[src/tbt_pkg.sv]
// package: register map, field positions, timing constants and carriers of the 10base-t supervisor
package tbt_pkg;
	// register byte offsets
	localparam logic [7:0] OFF_OPS   = 8'h00;
	localparam logic [7:0] OFF_STAT  = 8'h04;
	localparam logic [7:0] OFF_MODE  = 8'h08;
	localparam logic [7:0] OFF_IRQS  = 8'h0C;
	localparam logic [7:0] OFF_IRQM  = 8'h10;
	// operations register fields
	localparam int OPS_SQE_INH  = 2;
	localparam int OPS_POL_INH  = 3;
	localparam int OPS_JAB_INH  = 5;
	localparam int OPS_POL_REV  = 14;
	// detailed status fields
	localparam int STAT_LINK    = 0;
	localparam int STAT_JAB     = 2;
	// mode register fields
	localparam int MODE_FDX     = 0;
	localparam int MODE_RPT     = 1;
	localparam int MODE_100     = 2;
	localparam int MODE_MDIX_LO = 8;
	// interrupt bits
	localparam int IRQ_JAB      = 0;
	localparam int IRQ_POL      = 1;
	localparam int IRQ_LFAIL    = 2;
	localparam int IRQ_SQE      = 3;
	localparam int IRQ_W        = 4;
	// reset values
	localparam logic [15:0] OPS_RST   = 16'h0000;
	localparam logic [15:0] MODE_RST  = 16'h0300;
	localparam logic [3:0]  IRQM_RST  = 4'h0;
	// timing
	localparam int CLK_NS       = 10;
	localparam int BIT_NS       = 100;
	localparam int BIT_CYC      = (BIT_NS + CLK_NS - 1) / CLK_NS;
	localparam int JAB_MS       = 20;
	localparam int UNJAB_MS     = 500;
	localparam int LFAIL_MS     = 82;
	localparam int BT_PER_MS    = 1000000 / BIT_NS;
	localparam int JAB_BT       = JAB_MS * BT_PER_MS;
	localparam int UNJAB_BT     = UNJAB_MS * BT_PER_MS;
	localparam int LFAIL_BT     = LFAIL_MS * BT_PER_MS;
	localparam int SQE_DLY_BT   = 10;
	localparam int SQE_LEN_BT   = 10;
	localparam int NLP_VALID    = 7;
	localparam int CNT_W        = 24;

	typedef enum logic [1:0] {
		J_IDLE = 2'b00,
		J_TX   = 2'b01,
		J_JAB  = 2'b11,
		J_END  = 2'b10
	} tbt_jab_t;

	typedef enum logic [1:0] {
		S_IDLE = 2'b00,
		S_DLY  = 2'b01,
		S_COL  = 2'b11
	} tbt_sqe_t;

	// mac-side inputs
	typedef struct packed {
		logic tx_en;
		logic tx_data;
		logic rx_active;
		logic rx_data;
	} tbt_mac_t;

	// line receiver indications: nlp_seen is a one-cycle pulse, nlp_reversed is read with it, an_active is a level
	typedef struct packed {
		logic nlp_seen;
		logic nlp_reversed;
		logic an_active;
	} tbt_line_t;
endpackage : tbt_pkg

[src/tbt_super.sv]
// 10base-t collision, jabber, sqe test and auto-polarity supervisor with apb registers
module tbt_super #(
	parameter int JAB_BT   = tbt_pkg::JAB_BT,
	parameter int UNJAB_BT = tbt_pkg::UNJAB_BT,
	parameter int LFAIL_BT = tbt_pkg::LFAIL_BT
) (
	// clock and reset
	input  wire logic              mclk,
	input  wire logic              rst,
	// apb slave
	input  wire logic              psel,
	input  wire logic              penable,
	input  wire logic              pwrite,
	input  wire logic [7:0]        paddr,
	input  wire logic [31:0]       pwdata,
	output logic      [31:0]       prdata,
	output logic                   pready,
	output logic                   pslverr,
	// mac and line side
	input  wire tbt_pkg::tbt_mac_t mac,
	input  wire tbt_pkg::tbt_line_t line_in,
	output logic                   col,
	output logic                   line_tx_data,
	output logic                   line_tx_nlp,
	output logic                   rx_data_out,
	output logic [1:0]             mdix_mode,
	output logic                   irq
);
	// bit-time enable
	logic [3:0] div_q, div_d;
	logic       bit_q, bit_d;

	always_comb begin
		div_d = div_q + 4'd1;
		bit_d = 1'b0;
		if (div_q == 4'(tbt_pkg::BIT_CYC - 1)) begin
			div_d = 4'd0;
			bit_d = 1'b1;
		end
	end

	always_ff @(posedge mclk or posedge rst) begin
		if (rst) begin
			div_q <= 4'd0;
			bit_q <= 1'b0;
		end else begin
			div_q <= div_d;
			bit_q <= bit_d;
		end
	end

	// apb access decode
	logic setup_acc, done_acc, wr_en, rd_done;
	assign setup_acc = psel & penable & ~pready;
	assign done_acc  = psel & penable & pready;
	assign wr_en     = done_acc & pwrite;
	assign rd_done   = done_acc & ~pwrite;

	// control registers
	logic [15:0] ops_q, ops_d, mode_q, mode_d;
	logic [3:0]  irqm_q, irqm_d;
	logic        fdx, rpt, m100;
	assign fdx  = mode_q[tbt_pkg::MODE_FDX];
	assign rpt  = mode_q[tbt_pkg::MODE_RPT];
	assign m100 = mode_q[tbt_pkg::MODE_100];

	always_comb begin
		ops_d  = ops_q;
		mode_d = mode_q;
		irqm_d = irqm_q;
		if (wr_en && paddr == tbt_pkg::OFF_OPS) begin
			ops_d = pwdata[15:0] & 16'h002C;
		end else if (wr_en && paddr == tbt_pkg::OFF_MODE) begin
			mode_d = pwdata[15:0] & 16'h0307;
		end else if (wr_en && paddr == tbt_pkg::OFF_IRQM) begin
			irqm_d = pwdata[3:0];
		end
	end

	always_ff @(posedge mclk or posedge rst) begin
		if (rst) begin
			ops_q  <= tbt_pkg::OPS_RST;
			mode_q <= tbt_pkg::MODE_RST;
			irqm_q <= tbt_pkg::IRQM_RST;
		end else begin
			ops_q  <= ops_d;
			mode_q <= mode_d;
			irqm_q <= irqm_d;
		end
	end

	// link monitor
	logic [tbt_pkg::CNT_W-1:0] lidle_q, lidle_d;
	logic [2:0]                nlpc_q, nlpc_d;
	logic                      link_q, link_d, lfail_ev;

	always_comb begin
		lidle_d  = lidle_q;
		nlpc_d   = nlpc_q;
		link_d   = link_q;
		lfail_ev = 1'b0;
		if (line_in.nlp_seen || mac.rx_active) begin
			lidle_d = '0;
			if (mac.rx_active) begin
				link_d = 1'b1;
			end else if (nlpc_q == 3'(tbt_pkg::NLP_VALID)) begin
				link_d = 1'b1;
			end else begin
				nlpc_d = nlpc_q + 3'd1;
			end
		end else if (bit_q) begin
			if (lidle_q >= tbt_pkg::CNT_W'(LFAIL_BT)) begin
				lfail_ev = link_q;
				link_d   = 1'b0;
				nlpc_d   = 3'd0;
			end else begin
				lidle_d = lidle_q + 1'b1;
			end
		end
	end

	always_ff @(posedge mclk or posedge rst) begin
		if (rst) begin
			lidle_q <= '0;
			nlpc_q  <= 3'd0;
			link_q  <= 1'b0;
		end else begin
			lidle_q <= lidle_d;
			nlpc_q  <= nlpc_d;
			link_q  <= link_d;
		end
	end

	// jabber timer
	tbt_pkg::tbt_jab_t         jst_q, jst_d;
	logic [tbt_pkg::CNT_W-1:0] jcnt_q, jcnt_d;
	logic                      jab_ev, jab_blk;
	assign jab_blk = (jst_q == tbt_pkg::J_JAB) || (jst_q == tbt_pkg::J_END);

	always_comb begin
		jst_d  = jst_q;
		jcnt_d = jcnt_q;
		jab_ev = 1'b0;
		case (jst_q)
			tbt_pkg::J_IDLE: begin
				jcnt_d = '0;
				if (mac.tx_en && !ops_q[tbt_pkg::OPS_JAB_INH]) begin
					jst_d = tbt_pkg::J_TX;
				end
			end
			tbt_pkg::J_TX: begin
				if (!mac.tx_en || ops_q[tbt_pkg::OPS_JAB_INH]) begin
					jst_d = tbt_pkg::J_IDLE;
				end else if (bit_q) begin
					if (jcnt_q >= tbt_pkg::CNT_W'(JAB_BT)) begin
						jst_d  = tbt_pkg::J_JAB;
						jcnt_d = '0;
						jab_ev = 1'b1;
					end else begin
						jcnt_d = jcnt_q + 1'b1;
					end
				end
			end
			tbt_pkg::J_JAB: begin
				if (bit_q) begin
					if (jcnt_q >= tbt_pkg::CNT_W'(UNJAB_BT)) begin
						jst_d = tbt_pkg::J_END;
					end else begin
						jcnt_d = jcnt_q + 1'b1;
					end
				end
			end
			default: begin
				// stay cut off until the mac lets go, so a stuck tx_en never resumes
				if (!mac.tx_en) begin
					jst_d = tbt_pkg::J_IDLE;
				end
			end
		endcase
	end

	always_ff @(posedge mclk or posedge rst) begin
		if (rst) begin
			jst_q  <= tbt_pkg::J_IDLE;
			jcnt_q <= '0;
		end else begin
			jst_q  <= jst_d;
			jcnt_q <= jcnt_d;
		end
	end

	// sqe test
	tbt_pkg::tbt_sqe_t sst_q, sst_d;
	logic [4:0]        scnt_q, scnt_d;
	logic              txen_q, sqe_ok, sqe_ev;
	assign sqe_ok = !rpt && !fdx && link_q && !ops_q[tbt_pkg::OPS_SQE_INH];

	always_comb begin
		sst_d  = sst_q;
		scnt_d = scnt_q;
		sqe_ev = 1'b0;
		case (sst_q)
			tbt_pkg::S_IDLE: begin
				scnt_d = 5'd0;
				if (txen_q && !mac.tx_en && sqe_ok && !jab_blk) begin
					sst_d = tbt_pkg::S_DLY;
				end
			end
			tbt_pkg::S_DLY: begin
				if (!sqe_ok) begin
					sst_d = tbt_pkg::S_IDLE;
				end else if (bit_q) begin
					if (scnt_q == 5'(tbt_pkg::SQE_DLY_BT - 1)) begin
						sst_d  = tbt_pkg::S_COL;
						scnt_d = 5'd0;
					end else begin
						scnt_d = scnt_q + 5'd1;
					end
				end
			end
			default: begin
				if (bit_q) begin
					if (scnt_q == 5'(tbt_pkg::SQE_LEN_BT - 1)) begin
						sst_d  = tbt_pkg::S_IDLE;
						sqe_ev = 1'b1;
					end else begin
						scnt_d = scnt_q + 5'd1;
					end
				end
			end
		endcase
	end

	always_ff @(posedge mclk or posedge rst) begin
		if (rst) begin
			sst_q  <= tbt_pkg::S_IDLE;
			scnt_q <= 5'd0;
			txen_q <= 1'b0;
		end else begin
			sst_q  <= sst_d;
			scnt_q <= scnt_d;
			txen_q <= mac.tx_en;
		end
	end

	// polarity detection
	logic pol_q, pol_d, pol_win, pol_ev;
	assign pol_win = m100 ? line_in.an_active : !mac.rx_active;

	always_comb begin
		pol_d  = pol_q;
		pol_ev = 1'b0;
		if (ops_q[tbt_pkg::OPS_POL_INH]) begin
			pol_d = 1'b0;
		end else if (line_in.nlp_seen && pol_win) begin
			pol_d  = line_in.nlp_reversed;
			pol_ev = line_in.nlp_reversed & ~pol_q;
		end
	end

	always_ff @(posedge mclk or posedge rst) begin
		if (rst) begin
			pol_q <= 1'b0;
		end else begin
			pol_q <= pol_d;
		end
	end

	// latching flags, sticky interrupts
	logic       jflag_q, jflag_d, pflag_q, pflag_d;
	logic [3:0] irqs_q, irqs_d, ev;
	assign ev = {sqe_ev, lfail_ev, pol_ev, jab_ev};

	always_comb begin
		jflag_d = jflag_q;
		pflag_d = pflag_q;
		irqs_d  = irqs_q;
		if (rd_done && paddr == tbt_pkg::OFF_STAT) begin
			jflag_d = jab_blk;
		end
		if (rd_done && paddr == tbt_pkg::OFF_OPS) begin
			pflag_d = pol_q;
		end
		if (wr_en && paddr == tbt_pkg::OFF_IRQS) begin
			irqs_d = irqs_q & ~pwdata[3:0];
		end
		// a set in the clearing cycle wins
		if (jab_ev) begin
			jflag_d = 1'b1;
		end
		if (pol_ev) begin
			pflag_d = 1'b1;
		end
		irqs_d = irqs_d | ev;
	end

	always_ff @(posedge mclk or posedge rst) begin
		if (rst) begin
			jflag_q <= 1'b0;
			pflag_q <= 1'b0;
			irqs_q  <= 4'h0;
		end else begin
			jflag_q <= jflag_d;
			pflag_q <= pflag_d;
			irqs_q  <= irqs_d;
		end
	end

	// mac and line outputs
	logic col_d, txd_d, nlp_d, rxd_d;

	always_comb begin
		col_d = 1'b0;
		if (!fdx) begin
			col_d = mac.rx_active & mac.tx_en;
			if (jab_blk) begin
				col_d = 1'b1;
			end
			if (sst_q == tbt_pkg::S_COL) begin
				col_d = 1'b1;
			end
		end
		if (jab_blk && !fdx) begin
			col_d = 1'b1;
		end else if (fdx) begin
			col_d = 1'b0;
		end
		txd_d = mac.tx_data & mac.tx_en & ~jab_blk;
		nlp_d = ~mac.tx_en | jab_blk;
		rxd_d = mac.rx_data ^ pol_q;
	end

	// apb answer
	logic [31:0] rdat_d;
	logic        err_d;

	always_comb begin
		rdat_d = 32'h0000_0000;
		err_d  = 1'b0;
		if (paddr == tbt_pkg::OFF_OPS) begin
			rdat_d[15:0]                 = ops_q;
			rdat_d[tbt_pkg::OPS_POL_REV] = pflag_q;
		end else if (paddr == tbt_pkg::OFF_STAT) begin
			rdat_d[tbt_pkg::STAT_LINK] = link_q;
			rdat_d[tbt_pkg::STAT_JAB]  = jflag_q;
		end else if (paddr == tbt_pkg::OFF_MODE) begin
			rdat_d[15:0] = mode_q;
		end else if (paddr == tbt_pkg::OFF_IRQS) begin
			rdat_d[3:0] = irqs_q;
		end else if (paddr == tbt_pkg::OFF_IRQM) begin
			rdat_d[3:0] = irqm_q;
		end else begin
			err_d = 1'b1;
		end
	end

	always_ff @(posedge mclk or posedge rst) begin
		if (rst) begin
			col          <= 1'b0;
			line_tx_data <= 1'b0;
			line_tx_nlp  <= 1'b1;
			rx_data_out  <= 1'b0;
			mdix_mode    <= 2'b11;
			irq          <= 1'b0;
			prdata       <= 32'h0000_0000;
			pready       <= 1'b0;
			pslverr      <= 1'b0;
		end else begin
			col          <= col_d;
			line_tx_data <= txd_d;
			line_tx_nlp  <= nlp_d;
			rx_data_out  <= rxd_d;
			mdix_mode    <= mode_q[tbt_pkg::MODE_MDIX_LO +: 2];
			irq          <= |(irqs_q & irqm_q);
			pready       <= setup_acc;
			pslverr      <= setup_acc & err_d;
			if (setup_acc) begin
				prdata <= pwrite ? 32'h0000_0000 : rdat_d;
			end
		end
	end
endmodule : tbt_super

[config.mk]
export PLATFORM = sky130hd
export DESIGN_NAME = tbt_super
export DESIGN_NICKNAME = d
export VERILOG_FILES = /design/src/tbt_pkg.sv /design/src/tbt_super.sv
export SDC_FILE = /design/constraint.sdc
export NUM_CORES = 1
export LEC_CHECK = 0
export ABC_AREA = 1
export BUFFER_PORTS_ARGS = -buffer_cell sky130_fd_sc_hd__clkbuf_2
export CORE_ASPECT_RATIO = 2
export CORE_UTILIZATION = 58
export DETAILED_ROUTE_END_ITERATION = 8
export PLACE_DENSITY = 0.8
export SETUP_SLACK_MARGIN = 0.15
export SLEW_MARGIN = 40
export SYNTH_ARGS = -nofsm -noshare
export SYNTH_HDL_FRONTEND = slang
export SYNTH_SLANG_ARGS = --single-unit
export TNS_END_PERCENT = 50
[constraint.sdc]
create_clock -name mclk -period 3.5 [get_ports mclk]
set_clock_uncertainty 0.05 [all_clocks]
set_input_delay 0.175 -clock mclk [delete_from_list [all_inputs] [get_ports mclk]]
set_output_delay 0.175 -clock mclk [all_outputs]
set_load 0.02 [all_outputs]
==> out/results.txt <==
Status: finished clean
Final core utilization: 65.48%
Sequential element share of the synthesized area: 40.88%
Fill cells: 967
Pin count of the biggest net entering global routing: 66
First-pass GRT wire length: 25750 um
Worst hold path type: in -> reg
Final setup violation count: 0
Period utilization: 65.11%
Max-Cap Viols: 0
ANT cells: 0
Die Ht: 149.6 um
Vias per cell: 5.399
H-tree levels: 3
Place WS: 1.250 ns
GRT Util Overall: 30.48%
Initial antenna violation count: 0
Leakage power: 0.003481 uW
Buffers on Ports: 43
TNS Setup: 0 ns
Final net count: 1002
Slew headroom: 56.72%
RSZ-0062 raised after global routing: no
Routed Antenna Nets: 0
Mapped cell area: 0.006320 mm^2
Max-slew violation count: 0
Measured slew at the worst slew-check pin: 0.6492 ns
Post-CTS setup buffers: 0
Final routed DRC violation total: 0
CTS Sinks: 103
Global route total overflow: 0
EDFF count, synth: 0
Placer Congestion: 0.9707
CTS tree: done
Die width: 75.81 um
Core area: 0.01054 mm^2
Routed wire length: 15870 um
Fraction of registers with async set/reset: 100.0%
Clock Path Buffers: 2
Layout cells sized above 1: 9.448%
Main synth FF type: dfrtp_1
Skew-Pair Late Insertion Delay: 0.35 ns
Crit Path Max Fanout: 19
Die area: 0.01134 mm^2
Rows: 53
Max VDD drop: 0.0003263 V
HPWL after detailed placement: 12010 um
Seq cells post-synth: 103
Worst-path clk slew: 0.08 ns
Post-Syn Area per Cell: 7.093 um^2
Post-route setup slack: 1.221 ns
Cell count after synthesis: 891
Hold Fails Final Rpt: 0
Root buffer cell: clkbuf_16
Top post-synthesis cells by area: dfrtp_1 (39%), nand2_1 (18%), nor2_1 (6.3%), inv_1 (5.8%), nand3_1 (5.4%)
Vias in the first global route: 5642
Initial core utilization: 59.94%
Synthesis Warnings: 0
FMAX: 438.8 MHz
DRT Pass-1 Iters: 7
Final hold slack: 0.006882 ns
TritonCTS Buffers: 9
Area grow syn2layout: 9.246%
IO Pins: 93
Critical path class: reg -> reg
CP Capture Type: flip-flop
PD cells: 452.7 mW/mm^2
Post-synth top area share: 38.80%
Crit path DAT: 2.52 ns
Largest area contributor in the netlist: dfrtp_1
Initial drt markers: 387
Via count: 5826
WL/cell: 14.71 um
Unique cell type count in the Yosys netlist: 42
CTS Hold Bufs: 5
Post-layout min period: 2.279 ns
CP Data Required Time: 3.74 ns
Crit start category: flip-flop
PostCTS Resize Cnt: 0
per-stage QoR:
stage               cell area [um^2]  cells  total power (uW)
global route                    6904   1079              3292
floorplan                       6406    914              2001
global placement                6560   1058              2127
detailed placement              6563   1058              2144
CTS                             6902   1079              3137
finish                          6904   1079              3126
flip-flops by register name, indices dropped and copies added (netlist names), 2 cells and up:
signal / count
jcnt_q: 24
lidle_q: 24
prdata: 8
mode_q: 5
scnt_q: 5
div_q: 4
irqm_q: 4
irqs_q: 4
nlpc_q: 3
ops_q: 3
jst_q: 2
mdix_mode: 2
sst_q: 2
final cells by class:
class	count	area, um^2	share of cell area (%)
multi-input cells	671	3168	45.89
flip-flops and latches	103	2584	37.42
inverters	99	376.6	5.455
repair buffers	53	315.3	4.567
clock buffers	10	239.0	3.461
well taps	137	171.4	2.483
clock inverters	6	50.05	0.7249
critical path, stage by stage (launching register included):
cell and delay, ns:
dfrtp_1 0.43, inv_1 0.11, ha_1 0.30, buf_4 0.23
a211oi_1 0.28, nand2_2 0.25, inv_2 0.36, nand2_1 0.11
nand2_1 0.08
kinds of logic after synthesis:
group / Yosys count / share of synthesized area (%)
compound gates: 86 / 8.058
fa+ha+maj: 13 / 2.574
flops: 103 / 40.88
xor+xnor: 28 / 3.880
other cells: 1 / 0.05934
mux: 2 / 0.3563
simple gates: 518 / 33.80
buf+inv: 140 / 10.39
metal layers:
metal	vias to the layer above	GRT usage, %	share of wire [%]
met5	-	0	0
met1	2701	31.11	35
met4	0	19.81	5.8
li1	2873	-	-
met3	69	3.906	3.6
met2	183	55.09	55
report_power, final:
part           internal, uW  switching [uW]  total, uW
clock                   513             478        991
combinational           226             551        777
sequential             1280            83.1       1360
total                  2010            1110       3130
cell usage after synthesis (all sizes together), types with 3 or more instances:
cell    number
o21bai       3
ha          13
or2          5
dfstp        5
a31oi        3
o21ai       54
buf         36
clkbuf       5
nor2       109
a32o         4
a21oi       11
xnor2        9
nor3        15
nand2      299
inv         99
nand4       18
xor2        19
nand3       68
dfrtp       98
final timing paths:
path / startpoint / endpoint / slack (ns) / cells past startpoint
hold / removal: pwdata[9] / mode_q[9]$_DFFE_PP1P_ / 0.007 / 2
setup reg to reg: jst_q[1]$_DFFE_PP0P_ / jcnt_q[12]$_DFFE_PP0P_ / 1.22 / 8
hold reg to reg: mode_q[9]$_DFFE_PP1P_ / mdix_mode[1]$_DFF_PP1_ / 0.33 / 0
setup / recovery: jst_q[1]$_DFFE_PP0P_ / jcnt_q[12]$_DFFE_PP0P_ / 1.22 / 8
max in group asynchronous: rst / lidle_q[2]$_DFFE_PP0P_ / 2.37 / 4
min in group asynchronous: rst / jcnt_q[2]$_DFFE_PP0P_ / 0.40 / 3
cell usage in the layout (no fill, tap or decap), drive strengths merged, types with 4 or more instances in the layout:
cell type    synthesis  final
a32o                 4      4
nand4               18     18
dlygate4sd3          0      5
o21ai               54     54
ha                  13     13
xor2                19     19
a21oi               11     11
nor2               109    109
clkbuf               5     53
or2                  5      5
dfstp                5      5
xnor2                9      9
dfrtp               98     98
nor3                15     15
conb                 1     24
buf                 36      5
nand2              299    299
inv                 99    102
nand3               68     68
(Power assumes the default switching activity.)
